**src/core/tmr8w_pkg.sv**
```systemverilog
// ----------------------------------------------------------------------------
// Shared constants of the 8-bit waveform timer.
// ----------------------------------------------------------------------------
package tmr8w_pkg;

    // Counter width and the two extreme count values.
    localparam int        CNT_W      = 8;
    localparam logic [7:0] CNT_MAX    = 8'hFF;
    localparam logic [7:0] CNT_BOTTOM = 8'h00;
    localparam logic [7:0] CNT_STEP   = 8'h01;

    // Number of compare channels; channel 0 is A, channel 1 is B.
    localparam int NUM_CH = 2;
    localparam int CH_A   = 0;

    // Waveform mode codes; 4 and 6 fall back to normal counting.
    localparam logic [2:0] MODE_NORMAL   = 3'h0;
    localparam logic [2:0] MODE_PC_MAX   = 3'h1;
    localparam logic [2:0] MODE_CTC      = 3'h2;
    localparam logic [2:0] MODE_FAST_MAX = 3'h3;
    localparam logic [2:0] MODE_PC_OCR   = 3'h5;
    localparam logic [2:0] MODE_FAST_OCR = 3'h7;
    localparam int         MODE_UPPER_BIT = 2;

    // Compare output field codes.
    localparam logic [1:0] COM_OFF    = 2'h0;
    localparam logic [1:0] COM_TOGGLE = 2'h1;
    localparam logic [1:0] COM_CLEAR  = 2'h2;
    localparam logic [1:0] COM_SET    = 2'h3;

    // Reset values of the stored state.
    localparam logic [7:0] RST_COUNT   = 8'h00;
    localparam logic [7:0] RST_COMPARE = 8'h00;
    localparam logic       RST_WAVE    = 1'b0;
    localparam logic       RST_FLAG    = 1'b0;

    // Count direction of the dual-slope mode.
    typedef enum logic {
        DIR_UP,
        DIR_DOWN
    } tmr8w_dir_t;

endpackage

```
**src/core/tmr8w_core.sv**
```systemverilog
`timescale 1ns/1ps

// Contract
// - Normal mode increments only, wraps to zero.
// - Normal overflow flag sets as counter becomes zero.
// - Compare output fields never alter counting.
// - Clear-on-compare clears counter on compare A match.
// - Clear-on-compare compare A written directly, unbuffered.
// - Clear-on-compare toggle inverts output A per match.
// - Clear-on-compare overflow sets on max-to-zero pass.
// - Fast PWM single slope; top per mode.
// - Fast PWM value two/three clear/set polarity.
// - Fast PWM clears after top, bottom action same.
// - Fast PWM overflow sets at every top.
// - Fast PWM toggle only channel A, upper bit.
// - Pin shows output only when direction is output.
// - Fast PWM extremes: spike or constant level.
// - Fast PWM toggle uses buffered compare values.
// - Phase-correct counts up then down; top per mode.
// - Phase-correct clears up-match, sets down-match, invertible.
// - Phase-correct holds top one cycle, then reverses.
// - Phase-correct overflow sets on reaching bottom.
// - Phase-correct extremes give constant levels.
// - Phase-correct toggle only channel A, upper bit.
// - Phase-correct forces symmetric level at bottom.
// - PWM compare values buffered, others immediate.
// - Match sets compare flag; write one clears.
// - Reset clears both waveform output states.
module tmr8w_core
    import tmr8w_pkg::*;
(
    input  wire logic       mclk,
    input  wire logic       srst,
    input  wire logic       timer_tick,
    input  wire logic [2:0] waveform_mode_field,
    input  wire logic [1:0] compare_output_field_a,
    input  wire logic [1:0] compare_output_field_b,
    input  wire logic [7:0] compare_a_wdata,
    input  wire logic       compare_a_wr,
    input  wire logic [7:0] compare_b_wdata,
    input  wire logic       compare_b_wr,
    input  wire logic [7:0] counter_wdata,
    input  wire logic       counter_wr,
    input  wire logic       overflow_clr,
    input  wire logic       compare_flag_a_clr,
    input  wire logic       compare_flag_b_clr,
    input  wire logic       data_dir_a,
    input  wire logic       data_dir_b,
    input  wire logic       port_data_a,
    input  wire logic       port_data_b,
    output logic      [7:0] counter_value,
    output logic            count_down,
    output logic      [7:0] compare_register_a,
    output logic      [7:0] compare_register_b,
    output logic            overflow_flag,
    output logic            compare_flag_a,
    output logic            compare_flag_b,
    output logic            waveform_output_a,
    output logic            waveform_output_b,
    output logic            pin_a_out,
    output logic            pin_a_oe,
    output logic            pin_b_out,
    output logic            pin_b_oe
);

    // ------------------------------------------------------------------------
    // Channel views of the per-channel ports.
    // ------------------------------------------------------------------------
    logic [1:0] com_w     [NUM_CH];   // Compare output field per channel.
    logic [7:0] wdata_w   [NUM_CH];   // Compare write data per channel.
    logic       wr_w      [NUM_CH];   // Compare write strobe per channel.
    logic       fclr_w    [NUM_CH];   // Compare flag clear per channel.
    logic       ddir_w    [NUM_CH];   // Pin direction per channel.
    logic       pdata_w   [NUM_CH];   // Plain port level per channel.
    logic [7:0] ocr_act_q [NUM_CH];   // Compare value the comparator uses.
    logic [7:0] ocr_buf_q [NUM_CH];   // Compare value software wrote last.
    logic       wave_q    [NUM_CH];   // Internal waveform output state.
    logic       wave_d    [NUM_CH];   // Next waveform output state.
    logic       flag_q    [NUM_CH];   // Sticky compare flag.
    logic       match_w   [NUM_CH];   // Unblocked compare match.
    logic       ovrd_w    [NUM_CH];   // Waveform drives the pin level.
    logic       pin_w     [NUM_CH];   // Level presented at the pin.

    assign com_w[0]   = compare_output_field_a;
    assign com_w[1]   = compare_output_field_b;
    assign wdata_w[0] = compare_a_wdata;
    assign wdata_w[1] = compare_b_wdata;
    assign wr_w[0]    = compare_a_wr;
    assign wr_w[1]    = compare_b_wr;
    assign fclr_w[0]  = compare_flag_a_clr;
    assign fclr_w[1]  = compare_flag_b_clr;
    assign ddir_w[0]  = data_dir_a;
    assign ddir_w[1]  = data_dir_b;
    assign pdata_w[0] = port_data_a;
    assign pdata_w[1] = port_data_b;

    // ------------------------------------------------------------------------
    // Mode decode. Only the waveform mode field feeds the mode decode; compare A also sets top.
    // ------------------------------------------------------------------------
    logic [7:0] counter_q;     // Counter value.
    tmr8w_dir_t dir_q;         // Dual-slope direction.
    logic       block_q;       // Counter write blocks the next tick's match.
    logic       ovf_q;         // Sticky overflow flag.

    wire logic [2:0] mode    = waveform_mode_field;
    wire logic       upper   = mode[MODE_UPPER_BIT];
    wire logic       is_ctc  = (mode == MODE_CTC);
    wire logic       is_fast = (mode == MODE_FAST_MAX) || (mode == MODE_FAST_OCR);
    wire logic       is_pc   = (mode == MODE_PC_MAX) || (mode == MODE_PC_OCR);
    // Codes 4 and 6 decode as none of the above, so they count as normal.
    wire logic       is_pwm  = is_fast || is_pc;

    // Top is channel A's active compare value in the upper PWM modes.
    wire logic [7:0] top_val   = (is_pwm && upper) ? ocr_act_q[CH_A] : CNT_MAX;
    wire logic       at_top    = (counter_q == top_val);
    wire logic       at_bottom = (counter_q == CNT_BOTTOM);

    // A counter write has priority over counting in the same cycle.
    wire logic tick_ok = timer_tick && !counter_wr;

    // ------------------------------------------------------------------------
    // Count sequence.
    // ------------------------------------------------------------------------
    // Fast PWM restarts from bottom on the tick after top was reached.
    wire logic fast_wrap   = is_fast && at_top;
    // Clear-on-compare uses the live compare A value, so a value written below
    // the count is missed until the counter wraps past max.
    wire logic ctc_clear   = is_ctc && (counter_q == ocr_act_q[CH_A]);
    wire logic pc_turn_top = is_pc && (dir_q == DIR_UP) && at_top;
    wire logic pc_turn_bot = is_pc && (dir_q == DIR_DOWN) && at_bottom;
    // Top is held for one tick, then the count steps down.
    wire logic pc_down     = is_pc && !at_bottom && ((dir_q == DIR_DOWN) || at_top);
    // A top of zero would trap the dual slope; the count just stays put then.
    wire logic pc_hold     = is_pc && at_top && at_bottom;

    // The carry and borrow are dropped on purpose: the count wraps in 8 bits.
    wire logic [7:0] cnt_inc  = 8'(counter_q + CNT_STEP);
    wire logic [7:0] cnt_dec  = 8'(counter_q - CNT_STEP);
    // Normal mode only increments and wraps by overrun.
    wire logic [7:0] cnt_next = (fast_wrap || ctc_clear) ? CNT_BOTTOM :
                                pc_hold                  ? counter_q  :
                                pc_down                  ? cnt_dec    : cnt_inc;

    // Overflow per mode: max-to-zero in non-PWM, top in fast, bottom in dual.
    wire logic ovf_nonpwm = !is_pwm && (counter_q == CNT_MAX);
    wire logic ovf_fast   = fast_wrap;
    wire logic ovf_pc     = is_pc && (dir_q == DIR_DOWN) && !at_bottom &&
                            (cnt_next == CNT_BOTTOM);
    wire logic ovf_set    = tick_ok && (ovf_nonpwm || ovf_fast || ovf_pc);

    // PWM modes move the buffered compare values in at the cycle update point.
    wire logic ocr_load   = tick_ok && (fast_wrap || pc_turn_top);

    // Counter, direction and write blocking.
    always_ff @(posedge mclk) begin
        if (srst) begin
            counter_q <= RST_COUNT;
            dir_q     <= DIR_UP;
            block_q   <= 1'b0;
        end else if (counter_wr) begin
            counter_q <= counter_wdata;
            block_q   <= 1'b1;
        end else if (timer_tick) begin
            counter_q <= cnt_next;
            block_q   <= 1'b0;
            if (!is_pc || pc_turn_bot) begin
                dir_q <= DIR_UP;
            end else if (pc_turn_top && !at_bottom) begin
                dir_q <= DIR_DOWN;
            end
        end
    end

    // Overflow flag; a set in the clearing cycle wins over the clear.
    always_ff @(posedge mclk) begin
        if (srst) begin
            ovf_q <= RST_FLAG;
        end else begin
            ovf_q <= ovf_set || (ovf_q && !overflow_clr);
        end
    end

    // ------------------------------------------------------------------------
    // Compare channels.
    // ------------------------------------------------------------------------
    for (genvar ch = 0; ch < NUM_CH; ch++) begin : g_ch
        // Toggle is offered to both channels outside PWM; in PWM only to channel A, and only with the upper bit.
        wire logic tog_ok  = !is_pwm || ((ch == CH_A) && upper);
        wire logic com_tog = (com_w[ch] == COM_TOGGLE) && tog_ok;
        wire logic lvl_up  = com_w[ch][0];   // Up-match result: 2 clears, 3 sets.
        wire logic lvl_dn  = !com_w[ch][0];  // Down-match and bottom result.
        wire logic ocr_top = (ocr_act_q[ch] == top_val);
        wire logic ocr_zero = (ocr_act_q[ch] == CNT_BOTTOM);

        assign match_w[ch] = (counter_q == ocr_act_q[ch]) && !block_q;

        // Next output state for one timer tick.
        always_comb begin
            wave_d[ch] = wave_q[ch];
            if (!is_pwm) begin
                if (match_w[ch]) begin
                    case (com_w[ch])
                        COM_TOGGLE: wave_d[ch] = !wave_q[ch];
                        COM_CLEAR:  wave_d[ch] = 1'b0;
                        COM_SET:    wave_d[ch] = 1'b1;
                        default:    wave_d[ch] = wave_q[ch];
                    endcase
                end
            end else if (com_tog) begin
                // Buffered compare values drive the PWM toggle option.
                if (match_w[ch]) begin
                    wave_d[ch] = !wave_q[ch];
                end
            end else if (com_w[ch][1] && is_fast) begin
                // Bottom action wins; a match at top is ignored.
                if (fast_wrap) begin
                    wave_d[ch] = lvl_dn;
                end else if (match_w[ch] && !ocr_top) begin
                    wave_d[ch] = lvl_up;
                end
            end else if (com_w[ch][1]) begin
                // Bottom restores the level due below the compare value.
                if (at_bottom) begin
                    wave_d[ch] = ocr_zero ? lvl_up : lvl_dn;
                end else if (ocr_top && at_top) begin
                    wave_d[ch] = lvl_dn;
                end else if (match_w[ch]) begin
                    wave_d[ch] = (dir_q == DIR_UP) ? lvl_up : lvl_dn;
                end
            end
        end

        // Compare values: immediate outside PWM, double buffered inside it.
        always_ff @(posedge mclk) begin
            if (srst) begin
                ocr_buf_q[ch] <= RST_COMPARE;
                ocr_act_q[ch] <= RST_COMPARE;
            end else begin
                if (wr_w[ch]) begin
                    ocr_buf_q[ch] <= wdata_w[ch];
                end
                if (wr_w[ch] && !is_pwm) begin
                    ocr_act_q[ch] <= wdata_w[ch];
                end else if (ocr_load || !is_pwm) begin
                    ocr_act_q[ch] <= ocr_buf_q[ch];
                end
            end
        end

        // Output state and sticky compare flag.
        always_ff @(posedge mclk) begin
            if (srst) begin
                wave_q[ch] <= RST_WAVE;
                flag_q[ch] <= RST_FLAG;
            end else begin
                if (tick_ok) begin
                    wave_q[ch] <= wave_d[ch];
                end
                flag_q[ch] <= (tick_ok && match_w[ch]) ||
                              (flag_q[ch] && !fclr_w[ch]);
            end
        end

        // The waveform overrides the port level unless the field disconnects it.
        assign ovrd_w[ch] = (com_w[ch] != COM_OFF) &&
                            !((com_w[ch] == COM_TOGGLE) && !tog_ok);
        assign pin_w[ch]  = ovrd_w[ch] ? wave_q[ch] : pdata_w[ch];
    end

    // ------------------------------------------------------------------------
    // Outputs. The driver only turns on when the direction bit says output.
    // ------------------------------------------------------------------------
    assign counter_value      = counter_q;
    assign count_down         = (dir_q == DIR_DOWN);
    assign compare_register_a = ocr_act_q[0];
    assign compare_register_b = ocr_act_q[1];
    assign overflow_flag      = ovf_q;
    assign compare_flag_a     = flag_q[0];
    assign compare_flag_b     = flag_q[1];
    assign waveform_output_a  = wave_q[0];
    assign waveform_output_b  = wave_q[1];
    assign pin_a_out          = pin_w[0];
    assign pin_b_out          = pin_w[1];
    assign pin_a_oe           = data_dir_a;
    assign pin_b_oe           = data_dir_b;

    // ------------------------------------------------------------------------
    // Assertions.
    // ------------------------------------------------------------------------
    property p_normal_wrap;
        @(posedge mclk) disable iff (srst)
        (tick_ok && mode == MODE_NORMAL && counter_q == CNT_MAX)
            |=> (counter_value == CNT_BOTTOM) && overflow_flag;
    endproperty
    a_normal_wrap: assert property (p_normal_wrap)
        else $error("normal mode did not wrap with overflow");

    property p_ovf_sticky;
        @(posedge mclk) disable iff (srst)
        (overflow_flag && !overflow_clr) |=> overflow_flag;
    endproperty
    a_ovf_sticky: assert property (p_ovf_sticky)
        else $error("overflow flag cleared without a clear");

    property p_ctc_clear;
        @(posedge mclk) disable iff (srst)
        (tick_ok && is_ctc && counter_q == compare_register_a)
            |=> (counter_value == CNT_BOTTOM);
    endproperty
    a_ctc_clear: assert property (p_ctc_clear)
        else $error("clear-on-compare did not clear the counter");

    property p_ctc_toggle;
        @(posedge mclk) disable iff (srst)
        (tick_ok && is_ctc && compare_output_field_a == COM_TOGGLE && match_w[0])
            |=> (waveform_output_a != $past(waveform_output_a));
    endproperty
    a_ctc_toggle: assert property (p_ctc_toggle)
        else $error("output A did not toggle on match");

    property p_fast_wrap;
        @(posedge mclk) disable iff (srst)
        (tick_ok && is_fast && counter_q == top_val && compare_output_field_b[1])
            |=> (counter_value == CNT_BOTTOM) &&
                (waveform_output_b == !$past(compare_output_field_b[0]));
    endproperty
    a_fast_wrap: assert property (p_fast_wrap)
        else $error("fast PWM wrap or bottom action wrong");

    property p_pc_hold_top;
        @(posedge mclk) disable iff (srst)
        (tick_ok && pc_turn_top && !at_bottom)
            |=> count_down && (counter_value == 8'($past(top_val) - CNT_STEP));
    endproperty
    a_pc_hold_top: assert property (p_pc_hold_top)
        else $error("dual slope did not reverse after top");

    property p_pc_ovf;
        @(posedge mclk) disable iff (srst)
        (tick_ok && is_pc && count_down && counter_q == CNT_STEP) |=> overflow_flag;
    endproperty
    a_pc_ovf: assert property (p_pc_ovf)
        else $error("dual slope overflow missing at bottom");

    property p_cmp_flag;
        @(posedge mclk) disable iff (srst)
        (tick_ok && match_w[1]) |=> compare_flag_b;
    endproperty
    a_cmp_flag: assert property (p_cmp_flag)
        else $error("compare flag B not set after match");

    property p_reset_wave;
        @(posedge mclk)
        srst |=> !waveform_output_a && !waveform_output_b;
    endproperty
    a_reset_wave: assert property (p_reset_wave)
        else $error("waveform state not cleared by reset");

    // A connected field must route the internal state, while only the direction bit
    // decides whether the driver is on.
    property p_pin_hidden;
        @(posedge mclk) disable iff (srst)
        compare_output_field_a[1]
            |-> (pin_a_out == waveform_output_a) && (pin_a_oe == data_dir_a);
    endproperty
    a_pin_hidden: assert property (p_pin_hidden)
        else $error("pin A level or driver enable wrong");

    c_ctc_toggle: cover property (@(posedge mclk) disable iff (srst)
        tick_ok && is_ctc && match_w[0] && compare_output_field_a == COM_TOGGLE);
    c_fast_wrap: cover property (@(posedge mclk) disable iff (srst)
        tick_ok && fast_wrap);
    c_pc_turn: cover property (@(posedge mclk) disable iff (srst)
        tick_ok && pc_turn_top ##[1:600] tick_ok && pc_turn_bot);
    c_ovf_clear: cover property (@(posedge mclk) disable iff (srst)
        overflow_flag && overflow_clr);

endmodule

```
**config.mk**
```make
export PLATFORM = sky130hd
export DESIGN_NAME = tmr8w_core
export DESIGN_NICKNAME = d
export VERILOG_FILES = /design/src/core/tmr8w_pkg.sv /design/src/core/tmr8w_core.sv
export SDC_FILE = /design/constraint.sdc
export NUM_CORES = 1
export LEC_CHECK = 0
export BUFFER_PORTS_ARGS = -buffer_cell sky130_fd_sc_hd__clkbuf_2
export CAP_MARGIN = 20
export CORE_ASPECT_RATIO = 0.9
export CORE_MARGIN = 4
export CORE_UTILIZATION = 40
export DETAILED_ROUTE_END_ITERATION = 10
export PLACE_DENSITY = 0.71
export SETUP_SLACK_MARGIN = 0.4
export SLEW_MARGIN = 0
export SYNTH_ARGS = -nofsm -noshare
export SYNTH_HDL_FRONTEND = slang
export SYNTH_SLANG_ARGS = --single-unit
export TNS_END_PERCENT = 10
```
**constraint.sdc**
```tcl
create_clock -name mclk -period 5.5 [get_ports mclk]
set_input_delay 0.275 -clock mclk [delete_from_list [all_inputs] [get_ports mclk]]
set_output_delay 0.275 -clock mclk [all_outputs]
set_load 0.05 [all_outputs]
```
==> reports/metrics.yaml, run 1 <==
power_and_ir_drop:
  p_comb_share_pct: 24.7
  p_per_area_nw_per_um2: 232
  ir_drop_v: 0.000107
  p_clk_share_pct: 25.9
  p_leak_nw: 1.57
  swShare_pct: 36.0
  intPower_mw: 0.578
  power.switching_mw: 0.326
  seqPwrFrac_pct: 49.5
worst_setup_path:
  slowest_delay_ns: 0.57
  crit_family: "simple AND/OR/NAND/NOR gates"
  critPathRequiredTime_ns: 5.75
  startpoint_type: "register"
  cpMaxStageDelayCell: "a21oi_1"
  cpMostUsedCell: "or4_1"
  end_kind: "register"
  path_class: "register to register"
  cp.arrival_ns: 4.63
  crit_chain: "or2_1 -> o32ai_1 -> o32ai_2 -> or2_1 -> a21oi_1 -> fa_1 -> or4_1 -> or4_1 -> or4_1 -> o22ai_1"
  cp_max_fo: 15
  cp_num_buf_inv: 0
routing:
  viasPerCell: 5.80
  drtIter0Drc: 282
  num_vias: 3152
  final_antenna_net_count: 0
  wire_per_inst_um: 16.8
  wl_um: 9110
  dr.pass1.iters: 5
  drc: 0
synthesis:
  synthMuxAreaShare_pct: 2.97
  synth_seq_cells: 47
  avgSynthCellArea_um2: 9.29
  synth_top_area_share_pct: 29.6
  synth_nets: 423
  synth_cells: 372
  synth-xor-area-share_pct: 6.08
  yosys.area_share.simple_pct: 23.4
  synth_common_cells: "nand2_1 (35), edfxtp_1 (34), a21oi_1 (31)"
  synth_enable_flop_cells: 34
  synth_top_family_by_area: "simple AND/OR/NAND/NOR gates"
  synth_warnings: 0
  syn_area_um2: 3450
  synth-main-ff-cell: "edfxtp_1"
  synth_compound_area_share_pct: 21.6
  yosysTopAreaCell: "edfxtp_1"
  ys_top_cells_by_area: "edfxtp_1 (30%), dfxtp_1 (7.5%), a21oi_1 (4.5%)"
  async_flop_share_pct: 0
  synthDistinctLibCells: 67
  synth-adder-area-share_pct: 2.75
  ys_seq_area_share_pct: 37.1
  yosysMostFrequentCell: "nand2_1"
cells_and_area:
  area_growth_pct: 12.9
  drive_above_1_share_pct: 24.1
  fillers: 828
  diodes: 0
  nets: 478
  instances_no_fill: 543
  utilization_pct: 47.4
grt:
  grt_pass1_vias: 2923
  grt_use_met1_pct: 22.5
  top_usage_layer: "met2"
  grt_pass1_wl_um: 14400
  grt_usage_pct: 17.7
  use_met3_pct: 3.49
  antenna_found_initial: 0
  grtUsageMet2_pct: 29.8
  grt_max_degree: 21
  gr-total-overflow: 0
die:
  initial_core_util_pct: 42.0
  row_count: 31
  design.core.area_um2: 8220
  die-area_um2: 10200
  dieHeight_um: 96.2
  ios: 78
  die_w_um: 106
place:
  gp_congestion: 0.904
  dpl.cell_count: 535
  place_hpwl_um: 6980
  portBuffers: 73
clocking:
  clk_latency_ns: 0.32
  htreeDepth: 2
  cts_max_path_buffers: 2
  postCtsSetupBuffers: 0
  cts_made_buffers: 5
  clkSinkCount: 47
  clkSlewWorstSetupHoldPaths_ns: 0.11
  ctsHoldBuffers: 0
  clock-root-buffer: "clkbuf_8"
  ctsResizeCount: 0
  cts_tree: "built"
sta:
  max_slew_margin_pct: 41.4
  setup_tns_ns: 0
  post-route-period-util_pct: 79.6
  rsz0062_at_grt: "false"
  fin_skew_ns: 0.00822
  fmax_mhz: 228
  tightest_slew_ns: 0.868
  setup_viol: 0
  hold_violations: 0
  final_max_slew_viol_count: 0
  layout_min_cycle_time_ns: 4.38
status:
  status: "completed"
run:
  max_cap_viol_count: 0
worst_hold_path:
  hold_class: "primary input to register"
[cells in the final DEF, fill, tap and decap left out, drive strengths merged, types with 13 or more instances in the layout]
cell type	count
nand2	37
inv	15
a21oi	34
edfxtp	34
nand2b	15
clkbuf	78
dfxtp	13
and2	19
nor2	24
xor2	13
[power by group through the flow]
stage | clock (mW) | sequential [mW] | combinational [mW]
after floorplan | 0 | 0.484 | 0.137
after global placement | 0 | 0.454 | 0.217
after detailed placement | 0 | 0.455 | 0.222
after CTS | 0.237 | 0.447 | 0.223
after global routing | 0.250 | 0.451 | 0.241
final | 0.234 | 0.447 | 0.223
[layer usage]
metal	wire, um	vias to the layer above
met4	165	0
met1	4000	1507
li1	-	1504
met2	4270	123
met5	0	-
met3	677	18
[worst register-to-register path, cell delays in order, from the launching register on]
cell	delay, ns
dfxtp_1	0.51
or2_1	0.34
o32ai_1	0.28
o32ai_2	0.20
or2_1	0.36
a21oi_1	0.57
fa_1	0.54
or4_1	0.54
or4_1	0.42
or4_1	0.42
o22ai_1	0.14
[stage by stage]
step | area (um2) | hold WS [ns] | power, mW | setup WS (ns)
2_1_floorplan | 3450 | 0.429 | 0.621 | 1.29
3_3_place_gp | 3800 | 0.471 | 0.671 | 1.25
3_5_place_dp | 3800 | 0.482 | 0.677 | 1.13
4_1_cts | 3900 | 0.178 | 0.907 | 1.20
5_1_grt | 3900 | 0.196 | 0.943 | 0.924
6_report | 3900 | 0.182 | 0.904 | 1.12
[state kept, by name, indices dropped and copies added, names as in the netlist]
name,flops
flag_q,2
block_q,1
wave_q,2
ocr_act_q,16
count_down,1
overflow_flag,1
counter_value,8
ocr_buf_q,16
[worst paths after layout]
| path | start | endpoint | cells past startpoint | slack [ns] |
|---|---|---|---|---|
| max | counter_value[7] | overflow_flag | 10 | 1.12 |
| min | counter_wdata[0] | counter_value[0] | 3 | 0.18 |
| max reg2reg | counter_value[7] | overflow_flag | 10 | 1.12 |
| min reg2reg | flag_q[0] | flag_q[0] | 2 | 0.50 |
[cell families (layout without fill, tap and decap cells)]
| family | Yosys count | after routing |
|---|---|---|
| fa+ha+maj | 7 | 7 |
| simple gates | 144 | 144 |
| buf+inv | 38 | 94 |
| xor+xnor | 24 | 24 |
| compound gates | 102 | 102 |
| flops | 47 | 47 |
| mux | 10 | 10 |
[area by class of cell]
class	count	area (um2)	share of cell area [%]
Multi-Input combinational cell	287	1960	50.4
Sequential cell	47	1280	32.9
Timing Repair Buffer	73	365	9.37
Tap cell	115	144	3.69
Clock buffer	5	68.8	1.76
Inverter	13	48.8	1.25
Clock inverter	3	27.5	0.706
Power figures use the tool's default switching activity.
==> inputs of run 2 (changes only) <==
- ABC_AREA: unset -> 1
- clock period: 5.5 -> 4.4 ns (I/O delays scaled with it)
==> run 2 against run 1 <==
Compared with the run above: combinational power increased by 35%; cell count grew 23%; worst setup slack lost 0.056 ns; core utilization rose by 0.25 points; largest cell class unchanged; largest power group unchanged; highest routed layer unchanged.
==> reports/metrics.yaml, run 2 <==
die:
  initial_core_util_pct: 41.2  # was 42.0%
  die-area_um2: 10400  # was 10200 um2
  die_w_um: 107  # was 106 um
  ios: 78  # unchanged
  dieHeight_um: 97.1  # was 96.2 um
  design.core.area_um2: 8570  # was 8220 um2
  row_count: 32  # was 31
run:
  max_cap_viol_count: 0  # unchanged
worst_setup_path:
  cpMaxStageDelayCell: "edfxtp_1"  # was a21oi_1
  r2r_start: "ocr_act_q[0][7]"  # was counter_value[7]
  crit_chain: "inv_1 -> nand3_1 -> nand2_1 -> nand2_1 -> inv_1 -> nand2_1 -> nor2_4 -> nand2_2 -> nand2_2 -> nand2_1 -> inv_1 -> ha_1 -> a21oi_1 -> or2_2 -> nand3_1 -> nand2_1 -> nand2_1 -> o211ai_1 -> nand3_1 -> nor2_1 -> nand2_1 -> nand2_1 -> nand2_1 -> nand2_1"  # was or2_1 -> o32ai_1 -> o32ai_2 -> or2_1 -> a21oi_1 -> fa_1 -> or4_1 -> or4_1 -> or4_1 -> o22ai_1
  cp.arrival_ns: 3.60  # was 4.63 ns
  regToRegSetupSlack_ns: 1.06  # was 1.12 ns
  critPathRequiredTime_ns: 4.66  # was 5.75 ns
  end_kind: "register"  # unchanged
  startpoint_type: "register"  # unchanged
  path_class: "register to register"  # unchanged
  cp_max_fo: 7  # was 15
  reg2reg_depth: 24  # was 10
  cpMostUsedCell: "nand2_1"  # was or4_1
  slowest_delay_ns: 0.47  # was 0.57 ns
  rr_endpoint: "overflow_flag"  # unchanged
place:
  portBuffers: 73  # unchanged
  post_dp_cell_area_um2: 3990  # was 3800 um2
  pre_cts_slack_ns: 1.08  # was 1.13 ns
  place_hpwl_um: 7700  # was 6980 um
  dpl.cell_count: 662  # was 535
  gp_congestion: 0.918  # was 0.904
routing:
  drtIter0Drc: 241  # was 282
  dr.pass1.iters: 5  # unchanged
  final_antenna_net_count: 0  # unchanged
  drc: 0  # unchanged
  num_vias: 3465  # was 3152
  viasPerCell: 5.17  # was 5.80
  wl_um: 9980  # was 9110 um
  wire_per_inst_um: 14.9  # was 16.8 um
cells_and_area:
  utilization_pct: 47.7  # was 47.4%
  design_area_um2: 4090  # was 3900 um2
  diodes: 0  # unchanged
  instances_no_fill: 670  # was 543
  area_growth_pct: 15.7  # was 12.9%
  drive_above_1_share_pct: 22.7  # was 24.1%
  nets: 601  # was 478
  final_cell_mix: "nand2_1 (125), clkbuf_2 (73), inv_1 (57)"  # was clkbuf_2 (73), nand2_1 (35), edfxtp_1 (34)
  final_common_cell: "nand2_1"  # was clkbuf_2
grt:
  grt_pass1_wl_um: 16500  # was 14400 um
  grt_usage_pct: 19.4  # was 17.7%
  gr-total-overflow: 0  # unchanged
  grt_max_degree: 19  # was 21
  antenna_found_initial: 0  # unchanged
  grt_pass1_vias: 3400  # was 2923
clocking:
  cts_tree: "built"  # unchanged
  ctsResizeCount: 0  # unchanged
  postCtsSetupBuffers: 0  # unchanged
  ctsHoldBuffers: 0  # unchanged
  clock-root-buffer: "clkbuf_8"  # unchanged
  clk_latency_ns: 0.31  # was 0.32 ns
  clkSlewWorstSetupHoldPaths_ns: 0.11  # about the same
  cts_made_buffers: 5  # unchanged
  htreeDepth: 2  # unchanged
  clkSinkCount: 47  # unchanged
  cts_max_path_buffers: 2  # unchanged
power_and_ir_drop:
  power_mw: 1.13  # was 0.904 mW
  ir_drop_v: 0.000150  # was 0.000107 V
  p_per_area_nw_per_um2: 276  # was 232 nW/um2
  p_leak_nw: 1.96  # was 1.57 nW
sta:
  setup_slack_ns: 1.06  # was 1.12 ns
  final_max_slew_viol_count: 0  # unchanged
  hold_violations: 0  # unchanged
  layout_min_cycle_time_ns: 3.34  # was 4.38 ns
  fin_skew_ns: 0.00919  # was 0.00822 ns
  tightest_slew_ns: 0.655  # was 0.868 ns
  post-route-period-util_pct: 75.8  # was 79.6%
  rsz0062_at_grt: "false"  # unchanged
  timing.hold.ws_ns: 0.101  # was 0.182 ns
  max_slew_margin_pct: 55.9  # was 41.4%
  setup_viol: 0  # unchanged
  setup_tns_ns: 0  # unchanged
  fmax_mhz: 300  # was 228 MHz
synthesis:
  synth_enable_flop_cells: 34  # unchanged
  async_flop_share_pct: 0  # unchanged
  ys_seq_area_share_pct: 36.3  # was 37.1%
  synth_nets: 530  # was 423
  synthDistinctLibCells: 47  # was 67
  synth_common_cells: "nand2_1 (125), inv_1 (57), nor2_1 (49)"  # was nand2_1 (35), edfxtp_1 (34), a21oi_1 (31)
  synth_warnings: 0  # unchanged
  synth_cells: 479  # was 372
  avgSynthCellArea_um2: 7.37  # was 9.29 um2
  synth_top_area_share_pct: 28.9  # was 29.6%
  syn_area_um2: 3530  # was 3450 um2
  yosysTopAreaCell: "edfxtp_1"  # unchanged
  yosysMostFrequentCell: "nand2_1"  # unchanged
  synth_seq_cells: 47  # unchanged
  synth-main-ff-cell: "edfxtp_1"  # unchanged
  ys_top_cells_by_area: "edfxtp_1 (29%), nand2_1 (13%), dfxtp_1 (7.4%)"  # was edfxtp_1 (30%), dfxtp_1 (7.5%), a21oi_1 (4.5%)
status:
  status: "completed"  # unchanged
worst_hold_path:
  hold_class: "primary input to register"  # unchanged
  min_to: "flag_q[1]"  # was counter_value[0]
  min_path_cells: 2  # was 3
  min_from: "compare_flag_b_clr"  # was counter_wdata[0]
==> run 2: cell count changes in the layout (fill, tap and decap cells not counted), sizes merged, moves of 9 or more <==
cell    change
nand2b     -15
nand2      +99
nand4      +12
and2       -19
inv        +50
nor3       +11
a21oi       -9
nand3      +27
nor2       +34
==> run 2: kinds of logic after synthesis <==
group,share of synthesized area (%)
AND/OR/NAND/NOR,35.6
buffers and inverters,8.83
AO/OA/AOI/OAI,12.3
flip-flops,36.3
XOR/XNOR,3.97
adder cells (fa/ha/maj),2.69
multiplexers,0.319
==> run 2: worst max path at each step <==
stage / from / end / slack, ns / depth (start not counted)
floorplan: ocr_act_q[0][1] / overflow_flag / 1.36 / 23
global placement: waveform_mode_field[0] / overflow_flag / 1.20 / 23
detailed placement: waveform_mode_field[0] / overflow_flag / 1.08 / 24
CTS: ocr_act_q[0][7] / overflow_flag / 1.14 / 24
global route: ocr_act_q[0][7] / overflow_flag / 0.72 / 24
finish: ocr_act_q[0][7] / overflow_flag / 1.06 / 24
==> run 2: metal layers <==
metal,global-route usage (%),vias to the layer above,wire length (um)
met5,0,-,0
met4,2.95,0,40
met3,3.39,7,734
met2,32.9,136,4720
met1,26.4,1574,4490
li1,-,1748,-
==> run 2: power breakdown <==
group | leakage, nW | switching, mW | total [mW] | internal (mW)
combinational | 1.44 | 0.211 | 0.300 | 0.0885
clock | 0.0485 | 0.173 | 0.287 | 0.115
sequential | 0.472 | 0.0329 | 0.540 | 0.508
total | 1.96 | 0.417 | 1.13 | 0.711
==> run 2: critical path: cells and delay by family, from the launching register on <==
| kind | cells | cell delay (ns) |
|---|---|---|
| AOI/OAI and AO/OA | 2 | 0.40 |
| buffers and inverters | 3 | 0.48 |
| DFF | 1 | 0.47 |
| adders and majority gates | 1 | 0.34 |
| and+or+nand+nor | 18 | 1.61 |
==> run 2: final cells by class <==
type / instances / area [um2]
fill: 917 / 4480
multi-input combinational: 356 / 1940
sequential: 47 / 1280
timing repair buffer: 75 / 380
inverter: 65 / 246
tap: 119 / 149
clock buffer: 5 / 68.8
clock inverter: 3 / 22.5
